### src/mcalu_consts.svh
`ifndef MCALU_CONSTS_SVH
`define MCALU_CONSTS_SVH

// System clock period in nanoseconds.
`define MCALU_CLK_PERIOD_NS 100
// System clocks in one instruction cycle.
`define MCALU_INSTR_CLKS 4
// Program counter and instruction word widths.
`define MCALU_PC_W 12
`define MCALU_IW_W 20
// Return address store depth.
`define MCALU_STACK_DEPTH 8
// Instruction word fields.
`define MCALU_F_OP_HI 19
`define MCALU_F_OP_LO 14
`define MCALU_F_TO_MEM 13
`define MCALU_F_USE_IMM 12
`define MCALU_F_BIT_HI 10
`define MCALU_F_BIT_LO 8
`define MCALU_F_ARG_HI 7
`define MCALU_F_ARG_LO 0
// Data memory address that mirrors the program counter low byte.
`define MCALU_PROGRAM_COUNTER_LOW_BYTE_ADDR 8'h06
// Program memory page that holds constant tables.
`define MCALU_TABLE_PAGE 4'hF
// Reset values.
`define MCALU_PC_RESET 12'h000
`define MCALU_ACC_RESET 8'h00

`endif

### src/mcalu_pkg.sv
`default_nettype none
package mcalu_pkg;
   typedef enum logic [5:0] {
      OP_NOP, OP_MOVE, OP_ADD, OP_ADC, OP_SUB, OP_MINUS_WITH_WRAP, OP_BCD_FIXUP,
      OP_AND, OP_OR, OP_XOR, OP_INVERT, OP_INC, OP_DEC, OP_RIGHT_ROTATE,
      OP_LEFT_ROTATE, OP_RIGHT_ROTATE_THROUGH_WRAP, OP_LEFT_ROTATE_THROUGH_WRAP,
      OP_BIT_CLEAR, OP_BIT_SET, OP_SKIP_ZERO, OP_SKIP_NONZERO, OP_SKIP_BIT_ZERO,
      OP_SKIP_BIT_SET, OP_SKIP_INC_ZERO, OP_SKIP_DEC_ZERO, OP_GOTO, OP_CALL,
      OP_SUBROUTINE_EXIT, OP_SUBROUTINE_EXIT_IMM, OP_TABLE_READ
   } mcalu_op_t;

   typedef enum logic [1:0] {ST_EXEC, ST_FLUSH, ST_TABLE} mcalu_state_t;

   typedef struct packed {
      logic z;
      logic c;
      logic ac;
      logic ov;
      logic sc;
      logic cz;
   } mcalu_flags_t;
endpackage
`default_nettype wire

### src/mcalu_alu_if.sv
`default_nettype none
interface mcalu_alu_if;
   import mcalu_pkg::*;
   mcalu_op_t op;
   logic [7:0] a;
   logic [7:0] b;
   logic [2:0] bitsel;
   mcalu_flags_t flags_in;
   logic [7:0] res;
   mcalu_flags_t flags_out;
   logic skip;
   modport core (output op, a, b, bitsel, flags_in, input res, flags_out, skip);
   modport alu (input op, a, b, bitsel, flags_in, output res, flags_out, skip);
endinterface
`default_nettype wire

### src/mcalu_alu.sv
`default_nettype none
module mcalu_alu (
   // Datapath link
   mcalu_alu_if.alu u
);
   import mcalu_pkg::*;

   logic sub;
   logic cin;
   logic [7:0] bop;
   logic [7:0] mask;
   logic [8:0] sum;
   logic [4:0] nib;
   logic [8:0] t_lo;
   logic [8:0] t_hi;

   function automatic logic is_zero(input logic [7:0] v);
      return v == 8'h00;
   endfunction

   always_comb begin
      sub = (u.op == OP_SUB) || (u.op == OP_MINUS_WITH_WRAP);
      // Subtraction is a plus the inverted operand; carry set means no borrow.
      bop = sub ? ~u.b : u.b;
      cin = (u.op == OP_ADD) ? 1'b0 : ((u.op == OP_SUB) ? 1'b1 : u.flags_in.c);
      sum = {1'b0, u.a} + {1'b0, bop} + {8'h00, cin};
      nib = {1'b0, u.a[3:0]} + {1'b0, bop[3:0]} + {4'h0, cin};
      mask = 8'h01 << u.bitsel;
      t_lo = (u.a[3:0] > 4'h9 || u.flags_in.ac) ? {1'b0, u.a} + 9'h006 : {1'b0, u.a};
      t_hi = (t_lo[7:4] > 4'h9 || t_lo[8] || u.flags_in.c) ? t_lo + 9'h060 : t_lo;
      u.res = u.b;
      u.flags_out = u.flags_in;
      u.skip = 1'b0;
      unique case (u.op)
         OP_ADD, OP_ADC, OP_SUB, OP_MINUS_WITH_WRAP: begin
            u.res = sum[7:0];
            u.flags_out.z = is_zero(sum[7:0]);
            u.flags_out.c = sum[8];
            u.flags_out.ac = nib[4];
            u.flags_out.ov = (u.a[7] == bop[7]) && (sum[7] != u.a[7]);
            u.flags_out.sc = sum[7] ^ ((u.a[7] == bop[7]) && (sum[7] != u.a[7]));
            if (u.op == OP_SUB) begin
               u.flags_out.cz = is_zero(sum[7:0]);
            end else if (u.op == OP_MINUS_WITH_WRAP) begin
               u.flags_out.cz = is_zero(sum[7:0]) && u.flags_in.cz;
            end
         end
         OP_BCD_FIXUP: begin
            u.res = t_hi[7:0];
            u.flags_out.c = u.flags_in.c | t_lo[8] | t_hi[8];
         end
         OP_AND, OP_OR, OP_XOR: begin
            u.res = (u.op == OP_AND) ? (u.a & u.b) :
                    ((u.op == OP_OR) ? (u.a | u.b) : (u.a ^ u.b));
            u.flags_out.z = is_zero(u.res);
         end
         OP_INVERT: begin
            u.res = ~u.b;
            u.flags_out.z = is_zero(~u.b);
         end
         OP_INC, OP_DEC: begin
            u.res = (u.op == OP_INC) ? u.b + 8'h01 : u.b - 8'h01;
            u.flags_out.z = is_zero(u.res);
         end
         OP_RIGHT_ROTATE: u.res = {u.b[0], u.b[7:1]};
         OP_LEFT_ROTATE: u.res = {u.b[6:0], u.b[7]};
         OP_RIGHT_ROTATE_THROUGH_WRAP: begin
            u.res = {u.flags_in.c, u.b[7:1]};
            u.flags_out.c = u.b[0];
         end
         OP_LEFT_ROTATE_THROUGH_WRAP: begin
            u.res = {u.b[6:0], u.flags_in.c};
            u.flags_out.c = u.b[7];
         end
         OP_BIT_CLEAR: u.res = u.b & ~mask;
         OP_BIT_SET: u.res = u.b | mask;
         OP_SKIP_ZERO: u.skip = is_zero(u.b);
         OP_SKIP_NONZERO: u.skip = !is_zero(u.b);
         OP_SKIP_BIT_ZERO: u.skip = !u.b[u.bitsel];
         OP_SKIP_BIT_SET: u.skip = u.b[u.bitsel];
         OP_SKIP_INC_ZERO: begin
            u.res = u.b + 8'h01;
            u.skip = is_zero(u.b + 8'h01);
         end
         OP_SKIP_DEC_ZERO: begin
            u.res = u.b - 8'h01;
            u.skip = is_zero(u.b - 8'h01);
         end
         OP_NOP, OP_MOVE, OP_GOTO, OP_CALL, OP_SUBROUTINE_EXIT,
         OP_SUBROUTINE_EXIT_IMM, OP_TABLE_READ: u.res = u.b;
      endcase
   end
endmodule
`default_nettype wire

### src/mcalu_core.sv
// Operation
// - Move copies memory to working register, register to memory, or immediate in.
// - Addition carries out above 255; subtraction borrows below 0.
// - Plain add forms take one cycle and update five arithmetic flags.
// - Add with carry adds the carry flag in, same five flags.
// - Subtract from working register updates five flags plus zero-with-borrow.
// - Subtract with carry uses carry as borrow input, updates six flags.
// - Decimal adjust fixes working register, writes memory, touches only carry.
// - AND, OR, XOR combine register with operand and touch only zero.
// - Complement inverts memory byte into memory or register, only zero.
// - Increment and decrement change by one, only zero flag changes.
// - Simple rotates wrap the shifted-out bit around, no flag changes.
// - Rotates through carry are nine-bit rotations, only carry changes.
// - Bit set and clear force one bit 0 to 7, others kept.
// - Bit operations perform their read-modify-write internally.
// - Jump loads the program counter and keeps no return address.
// - Call saves the next address; return resumes there.
// - Skips test a byte or bit and maybe skip the next instruction.
// - Table read fetches constant program memory data into the data path.
// - Data accesses reach only data memory sector 0.
// - An instruction cycle is four clocks; branches and tables take two.
// - A skip takes two cycles when taken, one otherwise.
// - Writing the program counter low byte takes two cycles, as a jump.
`include "mcalu_consts.svh"
`default_nettype none
module mcalu_core (
   // Clock, reset and enable
   input wire logic clk,
   input wire logic reset_n,
   input wire logic ce,
   // Program memory
   output logic [`MCALU_PC_W-1:0] prog_addr,
   input wire logic [`MCALU_IW_W-1:0] prog_data,
   // Data memory, sector 0
   output logic [7:0] dm_addr,
   output logic [7:0] dm_wdata,
   output logic dm_we,
   input wire logic [7:0] dm_rdata,
   // Datapath state
   output logic [7:0] working_register,
   output logic [7:0] table_high,
   output logic [`MCALU_PC_W-1:0] program_counter,
   output logic zero_bit,
   output logic carry_bit,
   output logic nibble_wrap_bit,
   output logic signed_range_exceeded_bit,
   output logic true_sign_bit,
   output logic zero_with_borrow_bit
);
   import mcalu_pkg::*;

   // ---------------------------------------------------------------
   // Reset release
   // ---------------------------------------------------------------
   logic [1:0] rst_sync_reg;
   logic rst_n;

   always_ff @(posedge clk or negedge reset_n) begin
      if (!reset_n) begin
         rst_sync_reg <= 2'b00;
      end else begin
         rst_sync_reg <= {rst_sync_reg[0], 1'b1};
      end
   end

   assign rst_n = rst_sync_reg[1];

   // ---------------------------------------------------------------
   // State
   // ---------------------------------------------------------------
   logic [1:0] phase_reg;
   mcalu_state_t state_reg;
   mcalu_state_t state_next;
   logic [`MCALU_IW_W-1:0] instr_reg;
   logic [`MCALU_IW_W-1:0] table_word_reg;
   logic [7:0] mem_reg;
   logic [7:0] acc_reg;
   mcalu_flags_t flags_reg;
   logic [`MCALU_PC_W-1:0] pc_reg;
   logic [`MCALU_PC_W-1:0] pc_next;
   logic [`MCALU_PC_W-1:0] prog_addr_reg;
   logic [`MCALU_PC_W-1:0] stack_top;
   logic [7:0] dm_addr_reg;
   logic [7:0] dm_wdata_reg;
   logic dm_we_reg;
   logic [7:0] table_high_reg;

   mcalu_op_t op;
   logic to_mem;
   logic use_imm;
   logic [2:0] bitsel;
   logic [7:0] arg;
   logic [7:0] b_val;
   logic [7:0] wdata;
   logic exec;
   logic wr_acc;
   logic wr_mem;
   logic branch;
   logic push;
   logic pop;
   logic pcl_hit;

   function automatic mcalu_op_t decode_op(input logic [5:0] code);
      if (code > 6'(OP_TABLE_READ)) begin
         return OP_NOP;
      end
      return mcalu_op_t'(code);
   endfunction

   assign op = decode_op(instr_reg[`MCALU_F_OP_HI:`MCALU_F_OP_LO]);
   assign to_mem = instr_reg[`MCALU_F_TO_MEM];
   assign use_imm = instr_reg[`MCALU_F_USE_IMM];
   assign bitsel = instr_reg[`MCALU_F_BIT_HI:`MCALU_F_BIT_LO];
   assign arg = instr_reg[`MCALU_F_ARG_HI:`MCALU_F_ARG_LO];
   assign b_val = use_imm ? arg : mem_reg;
   // Execution happens on the third clock of the instruction cycle.
   assign exec = ce && (phase_reg == 2'h2) && (state_reg == ST_EXEC);

   // ---------------------------------------------------------------
   // Arithmetic unit and return address store
   // ---------------------------------------------------------------
   mcalu_alu_if alu_link ();

   assign alu_link.op = op;
   assign alu_link.a = acc_reg;
   assign alu_link.b = b_val;
   assign alu_link.bitsel = bitsel;
   assign alu_link.flags_in = flags_reg;

   mcalu_alu u_alu (
      .u (alu_link.alu)
   );

   mcalu_stack u_stack (
      .clk (clk),
      .rst_n (rst_n),
      .ce (ce),
      .push (push),
      .pop (pop),
      .push_data (pc_reg + `MCALU_PC_W'(1)),
      .top (stack_top)
   );

   // A plain store puts the working register out; all else stores the unit's result.
   assign wdata = (op == OP_MOVE) ? acc_reg : alu_link.res;
   assign pcl_hit = (dm_addr_reg == `MCALU_PROGRAM_COUNTER_LOW_BYTE_ADDR);

   // ---------------------------------------------------------------
   // Instruction decision
   // ---------------------------------------------------------------
   always_comb begin
      wr_acc = 1'b0;
      wr_mem = 1'b0;
      branch = 1'b0;
      push = 1'b0;
      pop = 1'b0;
      pc_next = pc_reg + `MCALU_PC_W'(1);
      state_next = ST_EXEC;
      unique case (op)
         OP_NOP, OP_SKIP_NONZERO, OP_SKIP_BIT_ZERO, OP_SKIP_BIT_SET: begin
         end
         OP_MOVE, OP_ADD, OP_ADC, OP_SUB, OP_MINUS_WITH_WRAP, OP_AND, OP_OR,
         OP_XOR, OP_INVERT, OP_INC, OP_DEC, OP_RIGHT_ROTATE, OP_LEFT_ROTATE,
         OP_RIGHT_ROTATE_THROUGH_WRAP, OP_LEFT_ROTATE_THROUGH_WRAP,
         OP_SKIP_INC_ZERO, OP_SKIP_DEC_ZERO: begin
            wr_mem = to_mem;
            wr_acc = !to_mem;
         end
         OP_BCD_FIXUP, OP_BIT_CLEAR, OP_BIT_SET: begin
            wr_mem = 1'b1;
         end
         OP_SKIP_ZERO: begin
            wr_acc = !to_mem;
         end
         OP_GOTO: begin
            branch = 1'b1;
            pc_next = instr_reg[`MCALU_PC_W-1:0];
         end
         OP_CALL: begin
            branch = 1'b1;
            push = exec;
            pc_next = instr_reg[`MCALU_PC_W-1:0];
         end
         OP_SUBROUTINE_EXIT, OP_SUBROUTINE_EXIT_IMM: begin
            branch = 1'b1;
            pop = exec;
            wr_acc = (op == OP_SUBROUTINE_EXIT_IMM);
            pc_next = stack_top;
         end
         OP_TABLE_READ: begin
            state_next = ST_TABLE;
         end
      endcase
      if (alu_link.skip) begin
         pc_next = pc_reg + `MCALU_PC_W'(2);
         state_next = ST_FLUSH;
      end
      if (wr_mem && pcl_hit) begin
         pc_next = {pc_reg[`MCALU_PC_W-1:8], wdata};
         state_next = ST_FLUSH;
      end
      if (branch) begin
         state_next = ST_FLUSH;
      end
   end

   // ---------------------------------------------------------------
   // Cycle phase and sequence state
   // ---------------------------------------------------------------
   always_ff @(posedge clk or negedge rst_n) begin
      if (!rst_n) begin
         phase_reg <= 2'h0;
      end else if (ce) begin
         phase_reg <= phase_reg + 2'h1;
      end
   end

   always_ff @(posedge clk or negedge rst_n) begin
      if (!rst_n) begin
         state_reg <= ST_EXEC;
      end else if (ce && phase_reg == 2'h2) begin
         state_reg <= (state_reg == ST_EXEC) ? state_next : ST_EXEC;
      end
   end

   // ---------------------------------------------------------------
   // Fetch and operand read
   // ---------------------------------------------------------------
   always_ff @(posedge clk or negedge rst_n) begin
      if (!rst_n) begin
         prog_addr_reg <= `MCALU_PC_RESET;
      end else if (ce && phase_reg == 2'h3) begin
         prog_addr_reg <= (state_reg == ST_TABLE) ?
                          {`MCALU_TABLE_PAGE, acc_reg} : pc_reg;
      end
   end

   always_ff @(posedge clk or negedge rst_n) begin
      if (!rst_n) begin
         instr_reg <= '0;
         table_word_reg <= '0;
         dm_addr_reg <= 8'h00;
      end else if (ce && phase_reg == 2'h0) begin
         if (state_reg == ST_TABLE) begin
            table_word_reg <= prog_data;
         end else begin
            instr_reg <= prog_data;
            dm_addr_reg <= prog_data[`MCALU_F_ARG_HI:`MCALU_F_ARG_LO];
         end
      end
   end

   // The low byte of the program counter reads back through its memory address.
   always_ff @(posedge clk or negedge rst_n) begin
      if (!rst_n) begin
         mem_reg <= 8'h00;
      end else if (ce && phase_reg == 2'h1) begin
         mem_reg <= pcl_hit ? pc_reg[7:0] : dm_rdata;
      end
   end

   // ---------------------------------------------------------------
   // Execution results
   // ---------------------------------------------------------------
   always_ff @(posedge clk or negedge rst_n) begin
      if (!rst_n) begin
         acc_reg <= `MCALU_ACC_RESET;
      end else if (exec && wr_acc) begin
         acc_reg <= alu_link.res;
      end
   end

   always_ff @(posedge clk or negedge rst_n) begin
      if (!rst_n) begin
         flags_reg <= '0;
      end else if (exec) begin
         flags_reg <= alu_link.flags_out;
      end
   end

   always_ff @(posedge clk or negedge rst_n) begin
      if (!rst_n) begin
         pc_reg <= `MCALU_PC_RESET;
      end else if (exec) begin
         pc_reg <= pc_next;
      end
   end

   // The write strobe is one clock wide, in the last clock of the cycle.
   always_ff @(posedge clk or negedge rst_n) begin
      if (!rst_n) begin
         dm_we_reg <= 1'b0;
         dm_wdata_reg <= 8'h00;
         table_high_reg <= 8'h00;
      end else if (ce) begin
         dm_we_reg <= 1'b0;
         if (exec && wr_mem) begin
            dm_we_reg <= 1'b1;
            dm_wdata_reg <= wdata;
         end else if (phase_reg == 2'h2 && state_reg == ST_TABLE) begin
            dm_we_reg <= 1'b1;
            dm_wdata_reg <= table_word_reg[7:0];
            table_high_reg <= table_word_reg[15:8];
         end
      end
   end

   assign prog_addr = prog_addr_reg;
   assign dm_addr = dm_addr_reg;
   assign dm_wdata = dm_wdata_reg;
   assign dm_we = dm_we_reg;
   assign working_register = acc_reg;
   assign table_high = table_high_reg;
   assign program_counter = pc_reg;
   assign zero_bit = flags_reg.z;
   assign carry_bit = flags_reg.c;
   assign nibble_wrap_bit = flags_reg.ac;
   assign signed_range_exceeded_bit = flags_reg.ov;
   assign true_sign_bit = flags_reg.sc;
   assign zero_with_borrow_bit = flags_reg.cz;

   // ---------------------------------------------------------------
   // Checks
   // ---------------------------------------------------------------
   logic [8:0] chk_sum;

   assign chk_sum = {1'b0, acc_reg} + {1'b0, b_val};
endmodule
`default_nettype wire

### src/mcalu_stack.sv
`include "mcalu_consts.svh"
`default_nettype none
module mcalu_stack (
   // Clock, reset and enable
   input wire logic clk,
   input wire logic rst_n,
   input wire logic ce,
   // Push and pop
   input wire logic push,
   input wire logic pop,
   input wire logic [`MCALU_PC_W-1:0] push_data,
   output logic [`MCALU_PC_W-1:0] top
);
   logic [`MCALU_PC_W-1:0] slot_reg [`MCALU_STACK_DEPTH];
   logic [2:0] ptr_reg;

   // The store is circular: a ninth push overwrites the oldest entry.
   always_ff @(posedge clk or negedge rst_n) begin
      if (!rst_n) begin
         ptr_reg <= 3'h0;
      end else if (ce && push) begin
         ptr_reg <= ptr_reg + 3'h1;
      end else if (ce && pop) begin
         ptr_reg <= ptr_reg - 3'h1;
      end
   end

   always_ff @(posedge clk) begin
      if (ce && push) begin
         slot_reg[ptr_reg] <= push_data;
      end
   end

   assign top = slot_reg[ptr_reg - 3'h1];
endmodule
`default_nettype wire

### config.mk
export PLATFORM = sky130hd
export DESIGN_NAME = mcalu_core
export DESIGN_NICKNAME = d
export VERILOG_FILES = /design/src/mcalu_pkg.sv /design/src/mcalu_alu_if.sv /design/src/mcalu_alu.sv /design/src/mcalu_core.sv /design/src/mcalu_stack.sv
export VERILOG_INCLUDE_DIRS = /design/src /design/src/src
export SDC_FILE = /design/constraint.sdc
export NUM_CORES = 1
export LEC_CHECK = 0
export ABC_AREA = 1
export ABC_CLOCK_PERIOD_IN_PS = 6600
export BUFFER_PORTS_ARGS = -buffer_cell sky130_fd_sc_hd__buf_2
export CAP_MARGIN = 10
export CORE_MARGIN = 1
export CORE_UTILIZATION = 47
export DETAILED_ROUTE_END_ITERATION = 10
export HOLD_SLACK_MARGIN = 0.03
export SLEW_MARGIN = 20
export SYNTH_ARGS = -nofsm -noshare
export SYNTH_HDL_FRONTEND = slang
export SYNTH_SLANG_ARGS = --single-unit
### constraint.sdc
create_clock -name clk -period 6.6 [get_ports clk]
set_clock_uncertainty 0.15 [all_clocks]
set_input_delay 0.99 -clock clk [delete_from_list [all_inputs] [get_ports clk]]
set_output_delay 0.99 -clock clk [all_outputs]
set_load 0.02 [all_outputs]
# Yosys cells after proc, flatten, opt, wreduce, memory -nomap -nowiden

Memories as Yosys holds them, arrays and structs flattened.
Cells that the tools add are included.

Input bits: 31
Logic and storage cells: 185
Register bits after elaboration: 116
Memories: 1
Memory bits (writable): 96
Output and inout port bits: 63

Add/sub/neg operators: 13
Mux-type cells: 44
Shift operators: 1
Equal/unequal tests: 36
Magnitude comparators: 4
Bitwise logic cells: 13
Reduce and logical (&&, ||, !) cells: 52

Memory list:

| memory           | words | width | rd ports | clocked after memory_dff | wr ports | line              | RTL |
|---|---|---|---|---|---|---|---|
| u_stack.slot_reg | 8     | 12    | 1        | 0                        | 1        | mcalu_stack.sv:14 | `` logic [`MCALU_PC_W-1:0] slot_reg [`MCALU_STACK_DEPTH]; `` |

Operators by type and width:

| cell                    | number |
|---|---|
| $pmux W8 S13            | 1 |
| $eq A6 B5 Y1 const B    | 14 |
| $mux W8                 | 10 |
| $logic_not A8 Y1        | 7 |
| $eq A6 B4 Y1 const B    | 8 |
| $eq A6 B3 Y1 const B    | 4 |
| $mux W12                | 2 |
| $pmux W12 S2            | 1 |
| $mux W9                 | 2 |
| $reduce_or A18 Y1       | 1 |
| $reduce_or A17 Y1       | 1 |
| $and A8 B8 Y8           | 2 |
| $not A8 Y8              | 2 |
| $or A8 B8 Y8            | 2 |
| $reduce_and A2 Y1       | 7 |
| $logic_and A1 B1 Y1     | 13 |
| $mux W1                 | 13 |
| $add A12 B1 Y12 const B | 1 |
| $add A12 B2 Y12 const B | 1 |
| $eq A6 B2 Y1 const B    | 2 |
| $mux W6                 | 2 |
| $mux W2                 | 5 |
| $add A8 B3 Y9 const B   | 1 |
| $add A8 B8 Y9           | 1 |
| 37 further kinds        | 60 |

# Depth between registers and ports, before layout

Word-level depth: 12
Mapped depth: 24
Mapped depth without buffers: 23

# By module

A second synthesis with hierarchy kept.

Cell total of the unflattened synthesis: 1,799
Area total of the unflattened synthesis: 13,153.9 um2

By module, submodules not included:

| module      | area an instance (um2) | instances | cells an instance | sequential area each (um2) |
|---|---|---|---|---|
| mcalu_core  | 5,696.7                | 1         | 756               | 2,627.5 |
| mcalu_stack | 4,479.3                | 1         | 458               | 2,957.8 |
| mcalu_alu   | 2,977.9                | 1         | 585               | 0.0 |

# Least setup slack after synthesis

Ideal clock, no wire load.

Path kind: input -> register
From: input ce
To: memory u_stack.slot_reg[0][0] in the netlist's numbering, enable pin
Buffers on the path: 1
Required time: 6.054 ns
Cell stages on the path: 7
Arrival time: 3.211 ns
Library setup time: 0.396 ns
Slack: 2.843 ns
Path through: clkbuf_1 -> nand2_1 -> nor3_2 -> inv_1 -> nor3_1 -> nand2_1 -> nor3_1

Word-level cells in the longest chain between the ends: 6

Ends and longest elaborated chain:

| element                           | line              | RTL |
|---|---|---|
| start: declaration                | mcalu_core.sv:30  | `input wire logic ce,` |
| $logic_and A1 B1 Y1 (2 in series) | mcalu_core.sv:117 | `assign exec = ce && (phase_reg == 2'h2) && (state_reg == ST_EXEC);` |
| $mux W1                           | mcalu_core.sv:159 | `unique case (op)` |
| $logic_and A1 B1 Y1 *             | mcalu_stack.sv:29 | `if (ce && push) begin` |
| $mux W1 *                         | mcalu_stack.sv:29 |  |
| $mux W1 (implied by the code) *   | mcalu_stack.sv:30 | `slot_reg[ptr_reg] <= push_data;` |
| end: declaration                  | mcalu_stack.sv:14 |  |

Mark *: on every way between the ends. The rest lies on a longest branch, timed or not.

# Worst setup path in the final report

From: register instr_reg[15]
To: register pc_reg[4], in the netlist program_counter[4]

Word-level cells in the longest chain between the ends: 11
Elaborated cells on any way between the ends: 55
Those cells by class: add/sub (2); order compare (1); eq/ne (28); mux (15); reduce/logical (9)

Ends and longest elaborated chain:

| element                                | line              | RTL |
|---|---|---|
| start: declaration                     | mcalu_core.sv:74  | `` logic [`MCALU_IW_W-1:0] instr_reg; `` |
| start signal: assignment               | mcalu_core.sv:247 | `instr_reg <= prog_data;` |
| $gt A6 B5 Y1                           | mcalu_core.sv:104 | `if (code > 6'(OP_TABLE_READ)) begin` |
| $mux W1                                | mcalu_core.sv:104 |  |
| $mux W6 *                              | mcalu_core.sv:107 | `return mcalu_op_t'(code);` |
| $eq A6 B3 Y1, on equally long branches | --                |  |
| $logic_or A1 B1 Y1                     | mcalu_alu.sv:22   | `sub = (u.op == OP_SUB) \|\| (u.op == OP_MINUS_WITH_WRAP);` |
| $mux W8                                | mcalu_alu.sv:24   | `bop = sub ? ~u.b : u.b;` |
| $add A8 B8 Y9                          | mcalu_alu.sv:26   | `sum = {1'b0, u.a} + {1'b0, bop} + {8'h00, cin};` |
| $add A9 B1 Y9                          | mcalu_alu.sv:26   |  |
| $pmux W8 S13                           | mcalu_alu.sv:34   | `unique case (u.op)` |
| $mux W8                                | mcalu_core.sv:145 | `assign wdata = (op == OP_MOVE) ? acc_reg : alu_link.res;` |
| $mux W8 *                              | mcalu_core.sv:198 | `if (wr_mem && pcl_hit) begin` |
| end signal: assignment                 | mcalu_core.sv:283 | `` pc_reg <= `MCALU_PC_RESET; `` |
| end signal: assignment                 | mcalu_core.sv:285 | `pc_reg <= pc_next;` |
| end: declaration                       | mcalu_core.sv:79  | `` logic [`MCALU_PC_W-1:0] pc_reg; `` |

Marked as above.
A chain may end at the register's enable or synchronous reset.

==> results.yml <==
status:
  status: "complete, no violations"
sta:
  grt_setup_unrepaired: "no"
  fmax_ghz: 0.2292
  final_hold_viol_count: 0
  min_period_ns: 4.363
  drv_slew: 0
  setup_viol: 0
  slew_headroom_pct: 24.49
  finalSetupTns_ns: 0
  worst_pin_slew_ns: 1.129
  period_share_pct: 66.10
critical_path:
  end_kind: "flip-flop"
  cpMostUsedCell: "nand3_1"
  crit_family: "simple AND/OR/NAND/NOR gates"
  worstSetupPathType: "reg2reg"
  slowest_delay_ns: 0.57
  crit_chain: "nand2_1 -> inv_1 -> nand2_4 -> nand3_2 -> nand3_1 -> xor2_1 -> fa_1 -> inv_1 -> fa_1 -> inv_1 -> nand3_1 -> nand2_1 -> xor2_1 -> or2_0 -> nand3_1 -> nor2_1 -> nand3_1 -> nand2_1 -> nand3_1 -> nand3_1 -> nand2_1"
  crit_slowest_cell: "dfrtp_1"
  setup.worst_path.start_class: "flip-flop"
  worstPathMaxFanout: 13
  path_buf_inv: 3
  required_ns: 6.86
  arrival_ns: 4.63
clock_network:
  clockBufferDepth: 3
  cts_resized: 0
  worst_skew_pair.late_latency_ns: 0.53
  cts_tree: "built"
  htreeDepth: 1
  clk_pin_slew_ns: 0.06
  cts_made_buffers: 23
  cts_num_sinks: 204
  postCtsSetupBuffers: 0
  hold_buffers: 0
  ctsRootBufferMaster: "clkbuf_16"
detailed_routing:
  routed_wl_um: 42280
  ant_nets: 0
  vias: 11400
  viasPerCell: 5.677
  first_pass_iters: 6
  drt_iter0_drc: 1207
  wl_per_cell_um: 21.06
  drt_drc_violations_left: 0
logic_synthesis:
  synth_area_um2: 12440
  syn_avg_cell_area_um2: 7.838
  synth_cell_type_count: 53
  synth_seq_area_share_pct: 44.90
  synth.ff_latch_count: 204
  synth_warnings: 0
  syn_nets: 1658
  synthCells: 1587
final_layout:
  layout.nets: 1727
  fill_cells: 2550
  largest_reg_flops: 96
  syn_to_final_growth_pct: 11.94
  instances_no_fill: 2008
  drive_gt1_share_pct: 13.21
  antennaDiodeCount: 0
die:
  core_um2: 25980
  row_count: 59
  die-width_um: 164.7
  io_pins: 94
  die_y_um: 164.7
  die-area_um2: 27120
  start_util_pct: 47.87
place:
  gp_congestion: 0.9919
  placed_cells: 1966
  port-buffer-count: 93
  hpwl_um: 31890
min_path:
  hp-class: "in2async"
global_routing:
  antenna_found_initial: 0
  grt_pass1_wl_um: 63190
  grt_pass1_vias: 10670
  grt_max_degree: 56
  gr-total-overflow: 0
  grt_usage_pct: 31.55
flow_run:
  cap_violations: 0
pwr:
  peakVddDrop_mv: 0.4067
  p_leak_nw: 6.509
  power_density_nw_per_um2: 503.0
## synthesized netlist by cell type (all sizes together)
library cell	number	area share (%)
a221oi	2	0.14
a32o	12	0.97
o2111ai	1	0.070
nor2	150	5.0
fa	2	0.32
o21ai	132	5.6
xor2	29	2.0
o31a	1	0.070
a22oi	12	0.72
a21o	1	0.060
o221ai	3	0.21
o22ai	11	0.55
xnor2	4	0.28
nand4	25	1.4
buf	30	1.7
o41ai	1	0.070
o31ai	1	0.10
clkbuf	33	1.0
conb	1	0.030
dfrtp	108	22
inv	157	4.7
nor4	2	0.10
nand3	109	4.5
o21bai	1	0.060
clkinv	2	0.060
o211ai	18	1.1
a21oi	80	3.2
a31oi	9	0.45
nand2	480	15
nand3b	2	0.12
a22o	1	0.070
nor3	27	1.2
ha	38	3.8
edfxtp	96	23
or2	6	0.30
## per-stage QoR
stage | power, W | setup WS (ns) | utilization, % | hold WS, ns | instance area (um2)
global route | 0.007475 | 1.905 | 53.59 | 0.09185 | 13920
global placement | 0.005586 | 2.371 | 50.56 | 0.1878 | 13140
finish | 0.007005 | 2.237 | 53.59 | 0.09971 | 13920
detailed placement | 0.005611 | 2.225 | 50.56 | 0.1972 | 13140
floorplan | 0.004477 | 2.843 | - | 0.1812 | 12440
CTS | 0.006958 | 2.326 | 53.58 | 0.09413 | 13920
## area by class of cell
| class | instances | area, um2 | share of cell area [%] |
|---|---|---|---|
| multi-input combinational | 1161 | 5966 | 42.84 |
| clock buffer | 26 | 596.8 | 4.286 |
| clock inverter | 16 | 186.4 | 1.339 |
| inverter | 159 | 596.8 | 4.286 |
| sequential | 204 | 5589 | 40.14 |
| tap | 335 | 419.2 | 3.010 |
| timing repair buffer | 107 | 570.5 | 4.097 |
## layout by cell type (no fill, tap or decap), drive strengths merged, types with 18 or more instances in the layout
master / synthesis / final
clkbuf: 33 / 26
a21oi: 80 / 80
dfrtp: 108 / 108
ha: 38 / 38
o211ai: 18 / 18
o21ai: 132 / 132
nor2: 150 / 150
buf: 30 / 107
nand4: 25 / 25
xor2: 29 / 29
nor3: 27 / 27
inv: 157 / 159
nand3: 109 / 109
edfxtp: 96 / 96
nand2: 480 / 480
## report_power, final
part / internal, W / total, W / switching, W
logic: 0.00108 / 0.00362 / 0.00254
clock network: 0.000808 / 0.00134 / 0.000536
registers: 0.00165 / 0.00204 / 0.000394
total: 0.00354 / 0.00700 / 0.00347
## cell families after synthesis
kind of cell,count (synthesis),synth area share (%)
AOI/OAI and AO/OA,286,13.51
xor gates and xnor gates,33,2.323
adders and majority gates,40,4.144
buffers and inverters,222,7.483
DFF,204,44.90
other,1,0.03015
and+or+nand+nor,801,27.61
## per-layer routing
layer / routed length (um) / vias up / track usage, %
met1: 17330 / 5414 / 42.11
li1: - / 5438 / -
met3: 2836 / 92 / 3.365
met4: 1983 / 0 / 13.97
met5: 0 / - / 0
met2: 20130 / 455 / 51.81
## path summary, 6_finish.rpt
| path | cells past startpoint | to | startpoint | slack [ns] |
|---|---|---|---|---|
| setup reg to reg | 21 | program_counter[4]$_DFFE_PN0P_ | instr_reg[15]$_DFFE_PN0P_ | 2.24 |
| min in group clk | 0 | rst_sync_reg[1]$_DFF_PN0_ | rst_sync_reg[0]$_DFF_PN0_ | 0.21 |
| max in group asynchronous | 1 | program_counter[11]$_DFFE_PN0P_ | rst_sync_reg[1]$_DFF_PN0_ | 4.85 |
| hold / removal | 1 | rst_sync_reg[0]$_DFF_PN0_ | reset_n | 0.1 |
| hold reg to reg | 0 | rst_sync_reg[1]$_DFF_PN0_ | rst_sync_reg[0]$_DFF_PN0_ | 0.21 |
| setup / recovery | 21 | program_counter[4]$_DFFE_PN0P_ | instr_reg[15]$_DFFE_PN0P_ | 2.24 |
## worst register-to-register path, delay by kind of cell (launching register included)
kind	cells	cell delay (ns)
DFF	1	0.57
and+or+nand+nor	14	2.08
adders and majority gates	2	0.65
buffers and inverters	3	0.28
xor gates and xnor gates	2	0.55
No activity file was read; power rests on OpenSTA's default activity.
